[src/design/clk_ctl_pkg.sv]
// Constants shared by the clock prescale and sleep control block.
// Assumes a 32-bit classic Wishbone register bus and a 50 MHz clock.
package clk_ctl_pkg;

    // ========================================================
    // Register map (byte addresses)
    localparam logic [3:0] OFS_TRIM   = 4'h0;
    localparam logic [3:0] OFS_DIVCTL = 4'h4;
    localparam logic [3:0] OFS_PCTL   = 4'h8;
    localparam logic [3:0] OFS_STATUS = 4'hc;

    // ========================================================
    // Field positions
    localparam int UNLOCK_BIT   = 7;
    localparam int SE_BIT       = 0;
    localparam int SM_LSB       = 1;
    localparam logic [7:0] UNLOCK_PATTERN = 8'h80;

    // ========================================================
    // Reset values and encodings
    localparam logic [3:0] DIVSEL_RST_PLAIN = 4'h0;
    localparam logic [3:0] DIVSEL_RST_FUSE  = 4'h3;
    localparam logic [3:0] DIVSEL_MAX       = 4'h8;
    localparam logic [1:0] SM_IDLE          = 2'h0;
    localparam logic [1:0] SM_ADCNR         = 2'h1;
    localparam logic [1:0] SM_PDOWN         = 2'h2;

    // ========================================================
    // Cycle counts
    localparam logic [2:0] UNLOCK_CYCLES = 3'h4;
    localparam logic [2:0] WAKE_HOLD_CYC = 3'h4;

    typedef enum logic [3:0] {
        ST_RUN   = 4'b0001,
        ST_SLEEP = 4'b0010,
        ST_START = 4'b0100,
        ST_HOLD  = 4'b1000
    } state_t;

endpackage

[src/design/clock_prescale_sleep_control.sv]
// Clock trim, system clock prescaler and sleep-mode clock gating.
// Assumes a classic Wishbone master and a core that pulses sleep_instr_i.
//
// The implementer's own choices: the address map and register access over Wishbone.
`timescale 1ns/100ps
module clock_prescale_sleep_control #(
    parameter int unsigned STARTUP_CYC = 16
) (
    input  wire logic        clk_i,          // Master clock, 50 MHz
    input  wire logic        rst_i,          // Chip reset, sync, high
    input  wire logic        cyc_i,          // Wishbone cycle
    input  wire logic        stb_i,          // Wishbone strobe
    input  wire logic        we_i,           // Wishbone write
    input  wire logic [3:0]  adr_i,          // Wishbone byte address
    input  wire logic [3:0]  sel_i,          // Wishbone byte enables
    input  wire logic [31:0] dat_i,          // Wishbone write data
    output logic      [31:0] dat_o,          // Wishbone read data
    output logic             ack_o,          // Wishbone acknowledge
    input  wire logic [7:0]  factory_trim_i, // Factory trim value
    input  wire logic        div8_fuse_i,    // Divide-by-eight fuse
    input  wire logic        legacy_mode_i,  // Legacy compatibility mode
    input  wire logic        sleep_instr_i,  // Sleep instruction pulse
    input  wire logic        adc_enabled_i,  // ADC is enabled
    input  wire logic        any_irq_i,      // Any enabled interrupt
    input  wire logic        irq0_level_i,   // external_irq_line0 level
    input  wire logic        pin_change_i,   // Pin change interrupt
    input  wire logic        mem_ready_i,    // Memory-ready interrupt
    input  wire logic        start_cond_i,   // Serial start condition
    input  wire logic        adc_done_i,     // ADC conversion complete
    input  wire logic        wdt_irq_i,      // Watchdog interrupt
    output logic      [7:0]  osc_trim_o,     // Trim to the RC oscillator
    output logic             sys_tick_o,     // Divided system clock tick
    output logic             clk_cpu_en_o,   // CPU clock enable
    output logic             clk_flash_en_o, // Flash clock enable
    output logic             clk_io_en_o,    // I/O clock enable
    output logic             clk_adc_en_o,   // ADC clock enable
    output logic             clk_pll_en_o,   // PLL peripheral clock enable
    output logic             main_osc_en_o,  // Main clock source enable
    output logic             cpu_hold_o,     // Core halted
    output logic             wake_o,         // Wake-up pulse to core
    output logic             adc_start_o     // ADC start pulse
);

    // ========================================================
    // Helpers
    function automatic logic [7:0] div_mask(input logic [3:0] code);
        logic [3:0] c;
        c = (code > clk_ctl_pkg::DIVSEL_MAX) ? clk_ctl_pkg::DIVSEL_MAX
                                             : code;
        div_mask = (c == 4'h8) ? 8'hff : 8'((9'h001 << c) - 9'h001);
    endfunction

    function automatic logic wake_src(input logic [1:0] sm,
                                      input logic [6:0] src);
        wake_src = 1'b0;
        case (sm)
            clk_ctl_pkg::SM_IDLE:  wake_src = src[0];
            clk_ctl_pkg::SM_ADCNR: wake_src = |src[6:1];
            clk_ctl_pkg::SM_PDOWN: wake_src = src[1] | src[2] | src[4]
                                            | src[6];
            default:               wake_src = 1'b0;
        endcase
    endfunction

    localparam logic [7:0] STARTUP_LAST = 8'(STARTUP_CYC - 1);

    // ========================================================
    // Wishbone slave: ack one cycle after the request, write on ack edge
    logic        ack_q;
    logic        req;
    logic        wr_trim;
    logic        wr_div;
    logic        wr_pctl;
    logic [7:0]  wdat;
    logic [7:0]  trim_q;
    logic [3:0]  divsel_q;
    logic        unlock_q;
    logic [2:0]  unlock_cnt_q;
    logic        se_q;
    logic [1:0]  sm_q;
    logic [31:0] rdat;
    logic [3:0]  act_code_q;
    clk_ctl_pkg::state_t state_q, state_d;

    assign req  = cyc_i & stb_i;
    assign wdat = dat_i[7:0];
    assign wr_trim = req & we_i & ack_q & sel_i[0]
                   & (adr_i == clk_ctl_pkg::OFS_TRIM);
    assign wr_div  = req & we_i & ack_q & sel_i[0]
                   & (adr_i == clk_ctl_pkg::OFS_DIVCTL);
    assign wr_pctl = req & we_i & ack_q & sel_i[0]
                   & (adr_i == clk_ctl_pkg::OFS_PCTL);

    always_comb begin
        rdat = 32'h0000_0000;
        if (adr_i == clk_ctl_pkg::OFS_TRIM) begin
            rdat[7:0] = trim_q;
        end else if (adr_i == clk_ctl_pkg::OFS_DIVCTL) begin
            rdat[7:0] = {unlock_q, 3'b000, divsel_q};
        end else if (adr_i == clk_ctl_pkg::OFS_PCTL) begin
            rdat[clk_ctl_pkg::SE_BIT]      = se_q;
            rdat[clk_ctl_pkg::SM_LSB +: 2] = sm_q;
        end else if (adr_i == clk_ctl_pkg::OFS_STATUS) begin
            rdat[3:0] = state_q;
            rdat[7:4] = act_code_q;
        end
    end

    always_ff @(posedge clk_i) begin
        if (rst_i) begin
            ack_q <= 1'b0;
            dat_o <= 32'h0000_0000;
        end else begin
            ack_q <= req & ~ack_q;
            if (req & ~ack_q & ~we_i) begin
                dat_o <= rdat;
            end
        end
    end
    assign ack_o = ack_q;

    // ========================================================
    // Oscillator trim: bit 7 picks the range, bits 6:0 tune inside it
    always_ff @(posedge clk_i) begin
        if (rst_i) begin
            trim_q <= factory_trim_i;
        end else if (wr_trim) begin
            trim_q <= wdat;
        end
    end
    assign osc_trim_o = trim_q;

    // ========================================================
    // Divider unlock window
    always_ff @(posedge clk_i) begin
        if (rst_i) begin
            unlock_q     <= 1'b0;
            unlock_cnt_q <= 3'h0;
        end else if (wr_div & ~wdat[clk_ctl_pkg::UNLOCK_BIT]) begin
            unlock_q     <= 1'b0;
            unlock_cnt_q <= 3'h0;
        end else if (unlock_q) begin
            // A second unlock write here does not restart the count
            unlock_cnt_q <= unlock_cnt_q - 3'h1;
            if (unlock_cnt_q == 3'h1) begin
                unlock_q <= 1'b0;
            end
        end else if (wr_div & (wdat == clk_ctl_pkg::UNLOCK_PATTERN)) begin
            unlock_q     <= 1'b1;
            unlock_cnt_q <= clk_ctl_pkg::UNLOCK_CYCLES;
        end
    end

    always_ff @(posedge clk_i) begin
        if (rst_i) begin
            divsel_q <= div8_fuse_i ? clk_ctl_pkg::DIVSEL_RST_FUSE
                                    : clk_ctl_pkg::DIVSEL_RST_PLAIN;
        end else if (wr_div & unlock_q & ~wdat[clk_ctl_pkg::UNLOCK_BIT]
                     & ~legacy_mode_i) begin
            divsel_q <= wdat[3:0];
        end
    end

    // ========================================================
    // Prescaler: new code lands only when the running period ends
    logic [7:0] div_cnt_q;
    logic [3:0] eff_code;
    logic       wrap;

    assign eff_code = legacy_mode_i ? 4'h0 : divsel_q;
    assign wrap     = (div_cnt_q == div_mask(act_code_q));

    always_ff @(posedge clk_i) begin
        if (rst_i) begin
            div_cnt_q  <= 8'h00;
            act_code_q <= 4'h0;
            sys_tick_o <= 1'b0;
        end else begin
            sys_tick_o <= wrap;
            if (wrap) begin
                div_cnt_q  <= 8'h00;
                act_code_q <= eff_code;
            end else begin
                div_cnt_q  <= div_cnt_q + 8'h01;
            end
        end
    end

    // ========================================================
    // Sleep control register
    always_ff @(posedge clk_i) begin
        if (rst_i) begin
            se_q <= 1'b0;
            sm_q <= clk_ctl_pkg::SM_IDLE;
        end else if (wr_pctl) begin
            se_q <= wdat[clk_ctl_pkg::SE_BIT];
            sm_q <= wdat[clk_ctl_pkg::SM_LSB +: 2];
        end
    end

    // ========================================================
    // Sleep state machine; reset returns to run from any state
    logic [1:0] mode_q;
    logic [7:0] cnt_q;
    logic       wake;
    logic       enter;

    assign wake  = wake_src(mode_q, {wdt_irq_i, adc_done_i, start_cond_i,
                                     mem_ready_i, pin_change_i,
                                     irq0_level_i, any_irq_i});
    assign enter = sleep_instr_i & se_q & (sm_q != 2'h3);

    always_comb begin
        state_d = state_q;
        case (state_q)
            clk_ctl_pkg::ST_RUN: begin
                if (enter) begin
                    state_d = clk_ctl_pkg::ST_SLEEP;
                end
            end
            clk_ctl_pkg::ST_SLEEP: begin
                if (wake) begin
                    state_d = (mode_q == clk_ctl_pkg::SM_PDOWN)
                            ? clk_ctl_pkg::ST_START
                            : clk_ctl_pkg::ST_HOLD;
                end
            end
            clk_ctl_pkg::ST_START: begin
                if (cnt_q == STARTUP_LAST) begin
                    state_d = clk_ctl_pkg::ST_HOLD;
                end
            end
            clk_ctl_pkg::ST_HOLD: begin
                if (cnt_q == 8'(clk_ctl_pkg::WAKE_HOLD_CYC - 3'h1)) begin
                    state_d = clk_ctl_pkg::ST_RUN;
                end
            end
            default: state_d = clk_ctl_pkg::ST_RUN;
        endcase
    end

    always_ff @(posedge clk_i) begin
        if (rst_i) begin
            state_q <= clk_ctl_pkg::ST_RUN;
            mode_q  <= clk_ctl_pkg::SM_IDLE;
            cnt_q   <= 8'h00;
        end else begin
            state_q <= state_d;
            if (state_d != state_q) begin
                cnt_q <= 8'h00;
            end else begin
                cnt_q <= cnt_q + 8'h01;
            end
            if (state_q == clk_ctl_pkg::ST_RUN && enter) begin
                mode_q <= sm_q;
            end
        end
    end

    // ========================================================
    // Clock gating, registered against the next state so it lines up
    // with state_q; memory contents are untouched, clocks only stop
    logic sl_d;
    logic md_idle;
    logic md_adc;
    logic [1:0] mode_d;

    assign mode_d  = (state_q == clk_ctl_pkg::ST_RUN) ? sm_q : mode_q;
    assign sl_d    = (state_d == clk_ctl_pkg::ST_SLEEP);
    assign md_idle = (mode_d == clk_ctl_pkg::SM_IDLE);
    assign md_adc  = (mode_d == clk_ctl_pkg::SM_ADCNR);

    always_ff @(posedge clk_i) begin
        if (rst_i) begin
            clk_cpu_en_o   <= 1'b1;
            clk_flash_en_o <= 1'b1;
            clk_io_en_o    <= 1'b1;
            clk_adc_en_o   <= 1'b1;
            clk_pll_en_o   <= 1'b1;
            main_osc_en_o  <= 1'b1;
            cpu_hold_o     <= 1'b0;
        end else begin
            clk_cpu_en_o   <= ~sl_d;
            clk_flash_en_o <= ~sl_d;
            clk_io_en_o    <= ~sl_d | md_idle;
            clk_adc_en_o   <= ~sl_d | md_idle | md_adc;
            clk_pll_en_o   <= ~sl_d | md_idle;
            main_osc_en_o  <= ~sl_d | md_idle | md_adc;
            cpu_hold_o     <= (state_d != clk_ctl_pkg::ST_RUN);
        end
    end

    // ========================================================
    // Event pulses to the core and the ADC
    always_ff @(posedge clk_i) begin
        if (rst_i) begin
            wake_o      <= 1'b0;
            adc_start_o <= 1'b0;
        end else begin
            wake_o      <= (state_q == clk_ctl_pkg::ST_HOLD)
                         & (state_d == clk_ctl_pkg::ST_RUN);
            adc_start_o <= (state_q == clk_ctl_pkg::ST_RUN) & enter
                         & adc_enabled_i
                         & (sm_q != clk_ctl_pkg::SM_PDOWN);
        end
    end

    // ========================================================
    // Assertions
    AST_TRIM_RESET: assert property (@(posedge clk_i)
        $past(rst_i) && !rst_i |-> trim_q == $past(factory_trim_i))
        else $error("trim not loaded at reset");
    AST_UNLOCK_ONLY_CLEAN: assert property (@(posedge clk_i)
        disable iff (rst_i)
        wr_div && !unlock_q && wdat != clk_ctl_pkg::UNLOCK_PATTERN
        |=> !unlock_q)
        else $error("unlock set by unclean write");
    AST_UNLOCK_TIMEOUT: assert property (@(posedge clk_i)
        disable iff (rst_i)
        $rose(unlock_q) |-> ##4 !unlock_q)
        else $error("unlock window not four cycles");
    AST_DIV_LOCKED: assert property (@(posedge clk_i)
        disable iff (rst_i)
        !(wr_div && unlock_q && !wdat[7]) |=> $stable(divsel_q))
        else $error("divider changed without unlock");
    AST_DIV_TAKEN: assert property (@(posedge clk_i)
        disable iff (rst_i)
        wr_div && unlock_q && !wdat[7] && !legacy_mode_i
        |=> divsel_q == $past(wdat[3:0]) && !unlock_q)
        else $error("divider write lost");
    AST_RES_ZERO: assert property (@(posedge clk_i)
        disable iff (rst_i)
        ack_o && !we_i && adr_i == clk_ctl_pkg::OFS_DIVCTL
        |-> dat_o[6:4] == 3'b000)
        else $error("reserved bits read nonzero");
    AST_IDLE_GATES: assert property (@(posedge clk_i)
        disable iff (rst_i)
        state_q == clk_ctl_pkg::ST_SLEEP && mode_q == clk_ctl_pkg::SM_IDLE
        |-> !clk_cpu_en_o && !clk_flash_en_o && clk_io_en_o
            && clk_adc_en_o && clk_pll_en_o && main_osc_en_o)
        else $error("idle gating wrong");
    AST_PD_GATES: assert property (@(posedge clk_i)
        disable iff (rst_i)
        state_q == clk_ctl_pkg::ST_SLEEP && mode_q == clk_ctl_pkg::SM_PDOWN
        |-> !clk_io_en_o && !clk_adc_en_o && !main_osc_en_o)
        else $error("power-down gating wrong");
    AST_NO_SLEEP_SE0: assert property (@(posedge clk_i)
        disable iff (rst_i)
        state_q == clk_ctl_pkg::ST_RUN && sleep_instr_i && !se_q
        |=> state_q == clk_ctl_pkg::ST_RUN && clk_cpu_en_o)
        else $error("slept with sleep enable clear");
    AST_HOLD_FOUR: assert property (@(posedge clk_i)
        disable iff (rst_i)
        $rose(state_q == clk_ctl_pkg::ST_HOLD)
        |-> (cpu_hold_o)[*4] ##1 !cpu_hold_o && wake_o)
        else $error("wake hold not four cycles");
    AST_ADC_START: assert property (@(posedge clk_i)
        disable iff (rst_i)
        state_q == clk_ctl_pkg::ST_RUN && enter && adc_enabled_i
        && sm_q == clk_ctl_pkg::SM_IDLE |=> adc_start_o)
        else $error("no ADC start on idle entry");
    COV_IDLE: cover property (@(posedge clk_i) disable iff (rst_i)
        state_q == clk_ctl_pkg::ST_SLEEP && mode_q == clk_ctl_pkg::SM_IDLE
        ##1 state_q == clk_ctl_pkg::ST_HOLD);
    COV_PDOWN: cover property (@(posedge clk_i) disable iff (rst_i)
        state_q == clk_ctl_pkg::ST_START ##1 state_q == clk_ctl_pkg::ST_START);
    COV_DIV_CHANGE: cover property (@(posedge clk_i) disable iff (rst_i)
        $changed(divsel_q));

endmodule

[config.mk]
export PLATFORM = sky130hd
export DESIGN_NAME = clock_prescale_sleep_control
export DESIGN_NICKNAME = d
export VERILOG_FILES = /design/src/design/clk_ctl_pkg.sv /design/src/design/clock_prescale_sleep_control.sv
export SDC_FILE = /design/constraint.sdc
export NUM_CORES = 1
export LEC_CHECK = 0
export ABC_AREA = 1
export BUFFER_PORTS_ARGS = -buffer_cell sky130_fd_sc_hd__buf_2
export CAP_MARGIN = 15
export CORE_MARGIN = 4
export CORE_UTILIZATION = 46
export CTS_CLUSTER_DIAMETER = 80
export DETAILED_ROUTE_END_ITERATION = 10
export MAX_ROUTING_LAYER = met4
export PLACE_DENSITY = 0.77
export SYNTH_ARGS = -nofsm -noshare
export SYNTH_HDL_FRONTEND = slang
export SYNTH_SLANG_ARGS = --single-unit
[constraint.sdc]
create_clock -name clk_i -period 1.8 [get_ports clk_i]
set_input_delay 0.36 -clock clk_i [delete_from_list [all_inputs] [get_ports clk_i]]
set_output_delay 0.36 -clock clk_i [all_outputs]
set_load 0.1 [all_outputs]
==> impl_metrics.ini, run 1 <==
[status]
status = finished clean

[global_route]
use_met2_pct = 31.0
overflow = 0
grt_busiest_layer = met2
met3_usage_pct = 3.94
use_met1_pct = 23.5
grt_util_all_layers_pct = 19.3
grt_max_degree = 26
grt_first_pass_wirelength_um = 13100
grt_antenna_before_repair = 0
grt_pass1_vias = 2909

[worst_setup_path]
arrival_ns = 2.03
reg2regPathDepth = 12
max_stage_delay_ns = 0.36
crit_type = flop to flop
cpLargestDelayFamily = simple AND/OR/NAND/NOR gates
r2r-start = act_code_q[1]
end_kind = flop
critPathLaunchType = flop
crit_required_ns = 2.03
worstReg2RegEnd = div_cnt_q[6]
cp.buffers_inverters = 0
r2r_slack_ns = 0.002
critPathMaxFanout = 8
cp_slowest_cell = dfxtp_4
crit_path_cell_trace = nor2_4 > nand3_2 > ha_4 > a21oi_2 > nor2_1 > nand3_1 > nor2_2 > nand2_2 > nor2_4 > nand2_4 > nand2_8 > nor2_2

[power_and_ir_drop]
ir_worst_vdd_mv = 0.507
power_frac_comb_pct = 34.6
p_leak_nw = 1.90
p_sw_w = 0.00166
swShare_pct = 39.3
internal_power_w = 0.00256
power_frac_clock_pct = 28.9
p_seq_share_pct = 36.5
p_per_area_mw_per_mm2 = 1030

[final_layout]
multi_input_area_mm2 = 0.00168
nFillCells = 626
num_antenna_cells = 0
final_common_cell = nand2_1
fin_nets = 618
regArea_mm2 = 0.00135
mostFrequentLayoutCells = nand2_1, buf_2, inv_1, nor2_1, dfxtp_1
layout-drive-gt1-share_pct = 26.9
synthToLayoutAreaGrowth_pct = 22.5
utilization_pct = 59.2

[clocking]
cts_buffers = 9
clk_pin_slew_ns = 0.07
tritoncts = yes
ctsHoldBuffers = 0
root_buffer = clkbuf_8
cts-htree-levels = 3
clockBufferDepth = 2
clkLatencyLatePin_ns = 0.34
clkSinkCount = 61

[sta]
fin_skew_ns = 0.0134
setup_viol = 0
layout_min_cycle_time_ns = 1.80
fmax_mhz = 556
tns_ns = 0
fin_crit_sh_pct = 99.9
final_hold_viol_count = 0
rsz0062_at_grt = yes
slew_viol_final = 0

[routing]
dr_total_vias = 3167
ant_nets = 0
viasPerCell = 4.87
wirelength_um = 8040
remaining_drc_errors = 0
wl_per_cell_um = 12.4
drtPass1Iterations = 5
drt-initial-drc-count = 181

[place]
io_buffers = 63
gp_congestion = 0.906
dpl.hpwl_um = 6270

[synth]
synth_edf_count = 12
ys_warn_count = 0
synth.distinct_cells = 36
ys_seq_area_share_pct = 40.0
synthCells = 462
synth_flop_cell = dfxtp_1
synth_seq_cells = 61
avgSynthCellArea_um2 = 7.26
synth_area_mm2 = 0.00335
synthArstFlopShare_pct = 0

[floorplanning]
dieArea_mm2 = 0.00872
rows = 30
core_mm2 = 0.00694
initial_core_util_pct = 48.3
die_x_um = 93.4
design.portCount = 115
die_y_um = 93.4

[hold_path]
hold_end = adc_start_o
hold_path.class = input port to flop
worstHoldPathCells = 3
worstHoldStart = adc_enabled_i

[job]
maxCapViolCount = 0
cell usage after synthesis, drive strengths merged, types with 2 or more instances:
| cell type | n | share of area (%) |
|---|---|---|
| nor4 | 2 | 0.37 |
| xor2 | 7 | 1.8 |
| nand4 | 9 | 1.7 |
| o211ai | 2 | 0.45 |
| o21ai | 36 | 5.4 |
| a31oi | 4 | 0.75 |
| buf | 33 | 7.3 |
| xnor2 | 4 | 1.0 |
| clkbuf | 4 | 0.45 |
| nand2 | 81 | 9.9 |
| a21oi | 31 | 4.7 |
| edfxtp | 12 | 11 |
| o22ai | 5 | 0.93 |
| clkinv | 2 | 0.22 |
| nor3 | 9 | 1.3 |
| ha | 5 | 1.9 |
| inv | 61 | 6.8 |
| dfxtp | 49 | 29 |
| nand3 | 35 | 5.2 |
| or2 | 2 | 0.37 |
| nor2 | 65 | 8.5 |
cells by family after synthesis:
logic type	synth area share [%]
compound gates	12.9
xor+xnor	2.87
fa+ha+maj	1.87
buf+inv	14.8
flops	40.0
other cells	0.112
simple gates	27.4
worst max-delay path by stage:
stage | end | cells after the start | from
detailed placement | div_cnt_q[5] | 12 | act_code_q[2]
finish | div_cnt_q[6] | 12 | act_code_q[1]
CTS | act_code_q[0] | 12 | act_code_q[3]
global placement | div_cnt_q[3] | 12 | act_code_q[0]
floorplan | div_cnt_q[3] | 13 | act_code_q[1]
global route | div_cnt_q[4] | 12 | act_code_q[1]
flip-flops by register name (all words and copies together) (netlist names):
signal and count:
cnt_q 8, dat_o 8, div_cnt_q 8, osc_trim_o 8, act_code_q 4, divsel_q 4
state_q 4, unlock_cnt_q 3, mode_q 2, sm_q 2, ack_o 1, adc_start_o 1
clk_flash_en_o 1, clk_pll_en_o 1, cpu_hold_o 1, main_osc_en_o 1, se_q 1, sys_tick_o 1
unlock_q 1, wake_o 1
tightest hold or removal path, stage by stage:
cell	delay (ns)
buf_2	0.11
nand2_1	0.06
a211oi_1	0.04
routing by layer:
metal | vias up | routed length (um)
li1 | 1627 | -
met1 | 1445 | 3380
met2 | 77 | 4090
met3 | 18 | 404
met4 | 0 | 157
met5 | - | 0
power groups by stage:
stage / Clock, W / Combinational, W / Sequential, W
2_1_floorplan: 0 / 0.000911 / 0.00178
3_3_place_gp: 0 / 0.00138 / 0.00156
3_5_place_dp: 0 / 0.00140 / 0.00156
4_1_cts: 0.00124 / 0.00143 / 0.00153
5_1_grt: 0.00132 / 0.00160 / 0.00155
6_report: 0.00122 / 0.00146 / 0.00154
area by class of cell:
class	instances	share of cell area (%)
Clock buffer	9	3.01
Clock inverter	7	1.86
Inverter	63	5.76
Multi-Input combinational cell	324	40.8
Sequential cell	61	32.9
Tap cell	96	2.92
Timing Repair Buffer	90	12.7
through the flow:
stage | hold slack [ns] | area, um2 | power [W] | std cells | worst slack, ns
floorplan | 0.418 | 3480 | 0.00269 | 485 | 0.00325
global placement | 0.419 | 3830 | 0.00294 | 631 | 0.00227
detailed placement | 0.438 | 3830 | 0.00296 | 631 | -0.0187
CTS | 0.266 | 4060 | 0.00420 | 650 | 0.00349
global route | 0.273 | 4110 | 0.00446 | 650 | -0.141
finish | 0.274 | 4110 | 0.00421 | 650 | 0.00161
timing repair:
item                                    4_1_cts  5_1_grt
setup buffers                                 3        0
endpoints found under the setup margin       12       21
resized for setup                             3       13
pin swaps                                     3        7
(Power assumes the default switching activity.)
==> inputs of run 2 (changes only) <==
Settings changed: CORE_MARGIN 4 to not set.
==> impl_metrics.ini, run 2 (same netlist as run 1, synthesis figures left out) <==
[status]
status = finished clean

[final_layout]
multi_input_area_mm2 = 0.00169
fin_nets = 618
synthToLayoutAreaGrowth_pct = 22.8
final_common_cell = nand2_1
mostFrequentLayoutCells = nand2_1, buf_2, inv_1, nor2_1, dfxtp_1
nFillCells = 626
regArea_mm2 = 0.00135
num_antenna_cells = 0
layout-drive-gt1-share_pct = 26.7

[global_route]
grt_first_pass_wirelength_um = 12600
overflow = 0
grt_antenna_before_repair = 0
grt_pass1_vias = 2814
grt_max_degree = 26
grt_util_all_layers_pct = 22.5

[hold_path]
worstHoldStart = adc_enabled_i
hold_path.class = input port to flop

[sta]
tns_ns = 0
rsz0062_at_grt = yes
hold_slack_ns = 0.267
slew_viol_final = 0
fin_skew_ns = 0.00921
fmax_mhz = 557
setup_viol = 0
fin_crit_sh_pct = 99.7
layout_min_cycle_time_ns = 1.79
final_hold_viol_count = 0

[clocking]
root_buffer = clkbuf_8
clkLatencyLatePin_ns = 0.35
cts-htree-levels = 3
clkSinkCount = 61
ctsHoldBuffers = 0
tritoncts = yes
cts_buffers = 9
clockBufferDepth = 2
clk_pin_slew_ns = 0.08

[routing]
wl_per_cell_um = 12.3
remaining_drc_errors = 0
drtPass1Iterations = 5
wl_met2_um = 3910
wl_met3_um = 384
viasPerCell = 4.88
dr_total_vias = 3173
wl_met1_um = 3460
wirelength_um = 8020
drt-initial-drc-count = 174
ant_nets = 0
top_layer = met4

[worst_setup_path]
end_kind = flop
cp_common_cell = nor2_4
r2r-start = act_code_q[3]
critPathMaxFanout = 4
crit_path_cell_trace = nor2_4 > nand3_2 > ha_4 > a21oi_1 > nor2_1 > nand3_1 > nor2_2 > nand2_2 > nor2_4 > buf_6 > nand4_1 > nand2_1
max_stage_delay_ns = 0.37
critPathLaunchType = flop
critPathLaunch = act_code_q[3]
crit_type = flop to flop
cp_slowest_cell = dfxtp_4
arrival_ns = 2.08
crit_required_ns = 2.08

[power_and_ir_drop]
p_per_area_mw_per_mm2 = 1030
p_leak_nw = 1.89
ir_worst_vdd_mv = 0.534

[floorplanning]
dieArea_mm2 = 0.00764
core_mm2 = 0.00691
die_y_um = 87.4
initial_core_util_pct = 48.6
die_x_um = 87.4
design.portCount = 115
rows = 30

[place]
gp_congestion = 0.909
dpl.hpwl_um = 6190
io_buffers = 63

[job]
maxCapViolCount = 0
==> run 2: timing repair <==
item	in CTS	in global routing
gates resized for setup	5	11
endpoints found under the hold margin	0	0
setup endpoints to repair	4	21
buffers inserted	1	0
pin swaps	4	6
==> run 2: critical path: cells and delay by family (launching register included) <==
family                   cells  cell delay, ns
AO/OA/AOI/OAI                1            0.06
buffers and inverters        1            0.12
flip-flops                   1            0.37
AND/OR/NAND/NOR              9            0.90
adder cells (fa/ha/maj)      1            0.29
==> run 2: final cells by class <==
type                       instances  area share (%)
sequential                        61            32.8
tap                               96            2.92
inverter                          63            5.74
clock buffer                       9            3.01
clock inverter                     7            1.85
timing repair buffer              90            12.7
multi-input combinational        324            41.0
==> run 2: through the flow <==
stage / worst slack (ns) / instance area, um2 / utilization, % / instances / power [W]
2_1_floorplan: 0.00325 / 3480 / - / 485 / 0.00269
3_3_place_gp: 0.0166 / 3850 / 55.7 / 633 / 0.00296
3_5_place_dp: -0.0337 / 3850 / 55.7 / 633 / 0.00298
4_1_cts: -0.00547 / 4070 / 59.0 / 650 / 0.00423
5_1_grt: -0.166 / 4120 / 59.6 / 650 / 0.00446
6_report: 0.00589 / 4120 / 59.6 / 650 / 0.00425
==> run 2: layer usage <==
metal / vias up / GRT usage (%)
met2: 112 / 35.8
met5: - / -
met3: 30 / 4.27
met4: 0 / 13.0
li1: 1631 / -
met1: 1400 / 26.5
==> run 2: where the power goes <==
group | switching (W) | internal (W)
Sequential | 0.0000555 | 0.00147
Clock | 0.000588 | 0.000642
Combinational | 0.00105 | 0.000444
==> run 2: worst paths after layout <==
check / to / slack [ns] / cells after the start
worst max register to register: act_code_q[1] / 0.006 / 12
worst min-delay path: adc_start_o / 0.27 / 3
worst min register to register: cnt_q[0] / 0.45 / 1
worst max-delay path: act_code_q[1] / 0.006 / 12
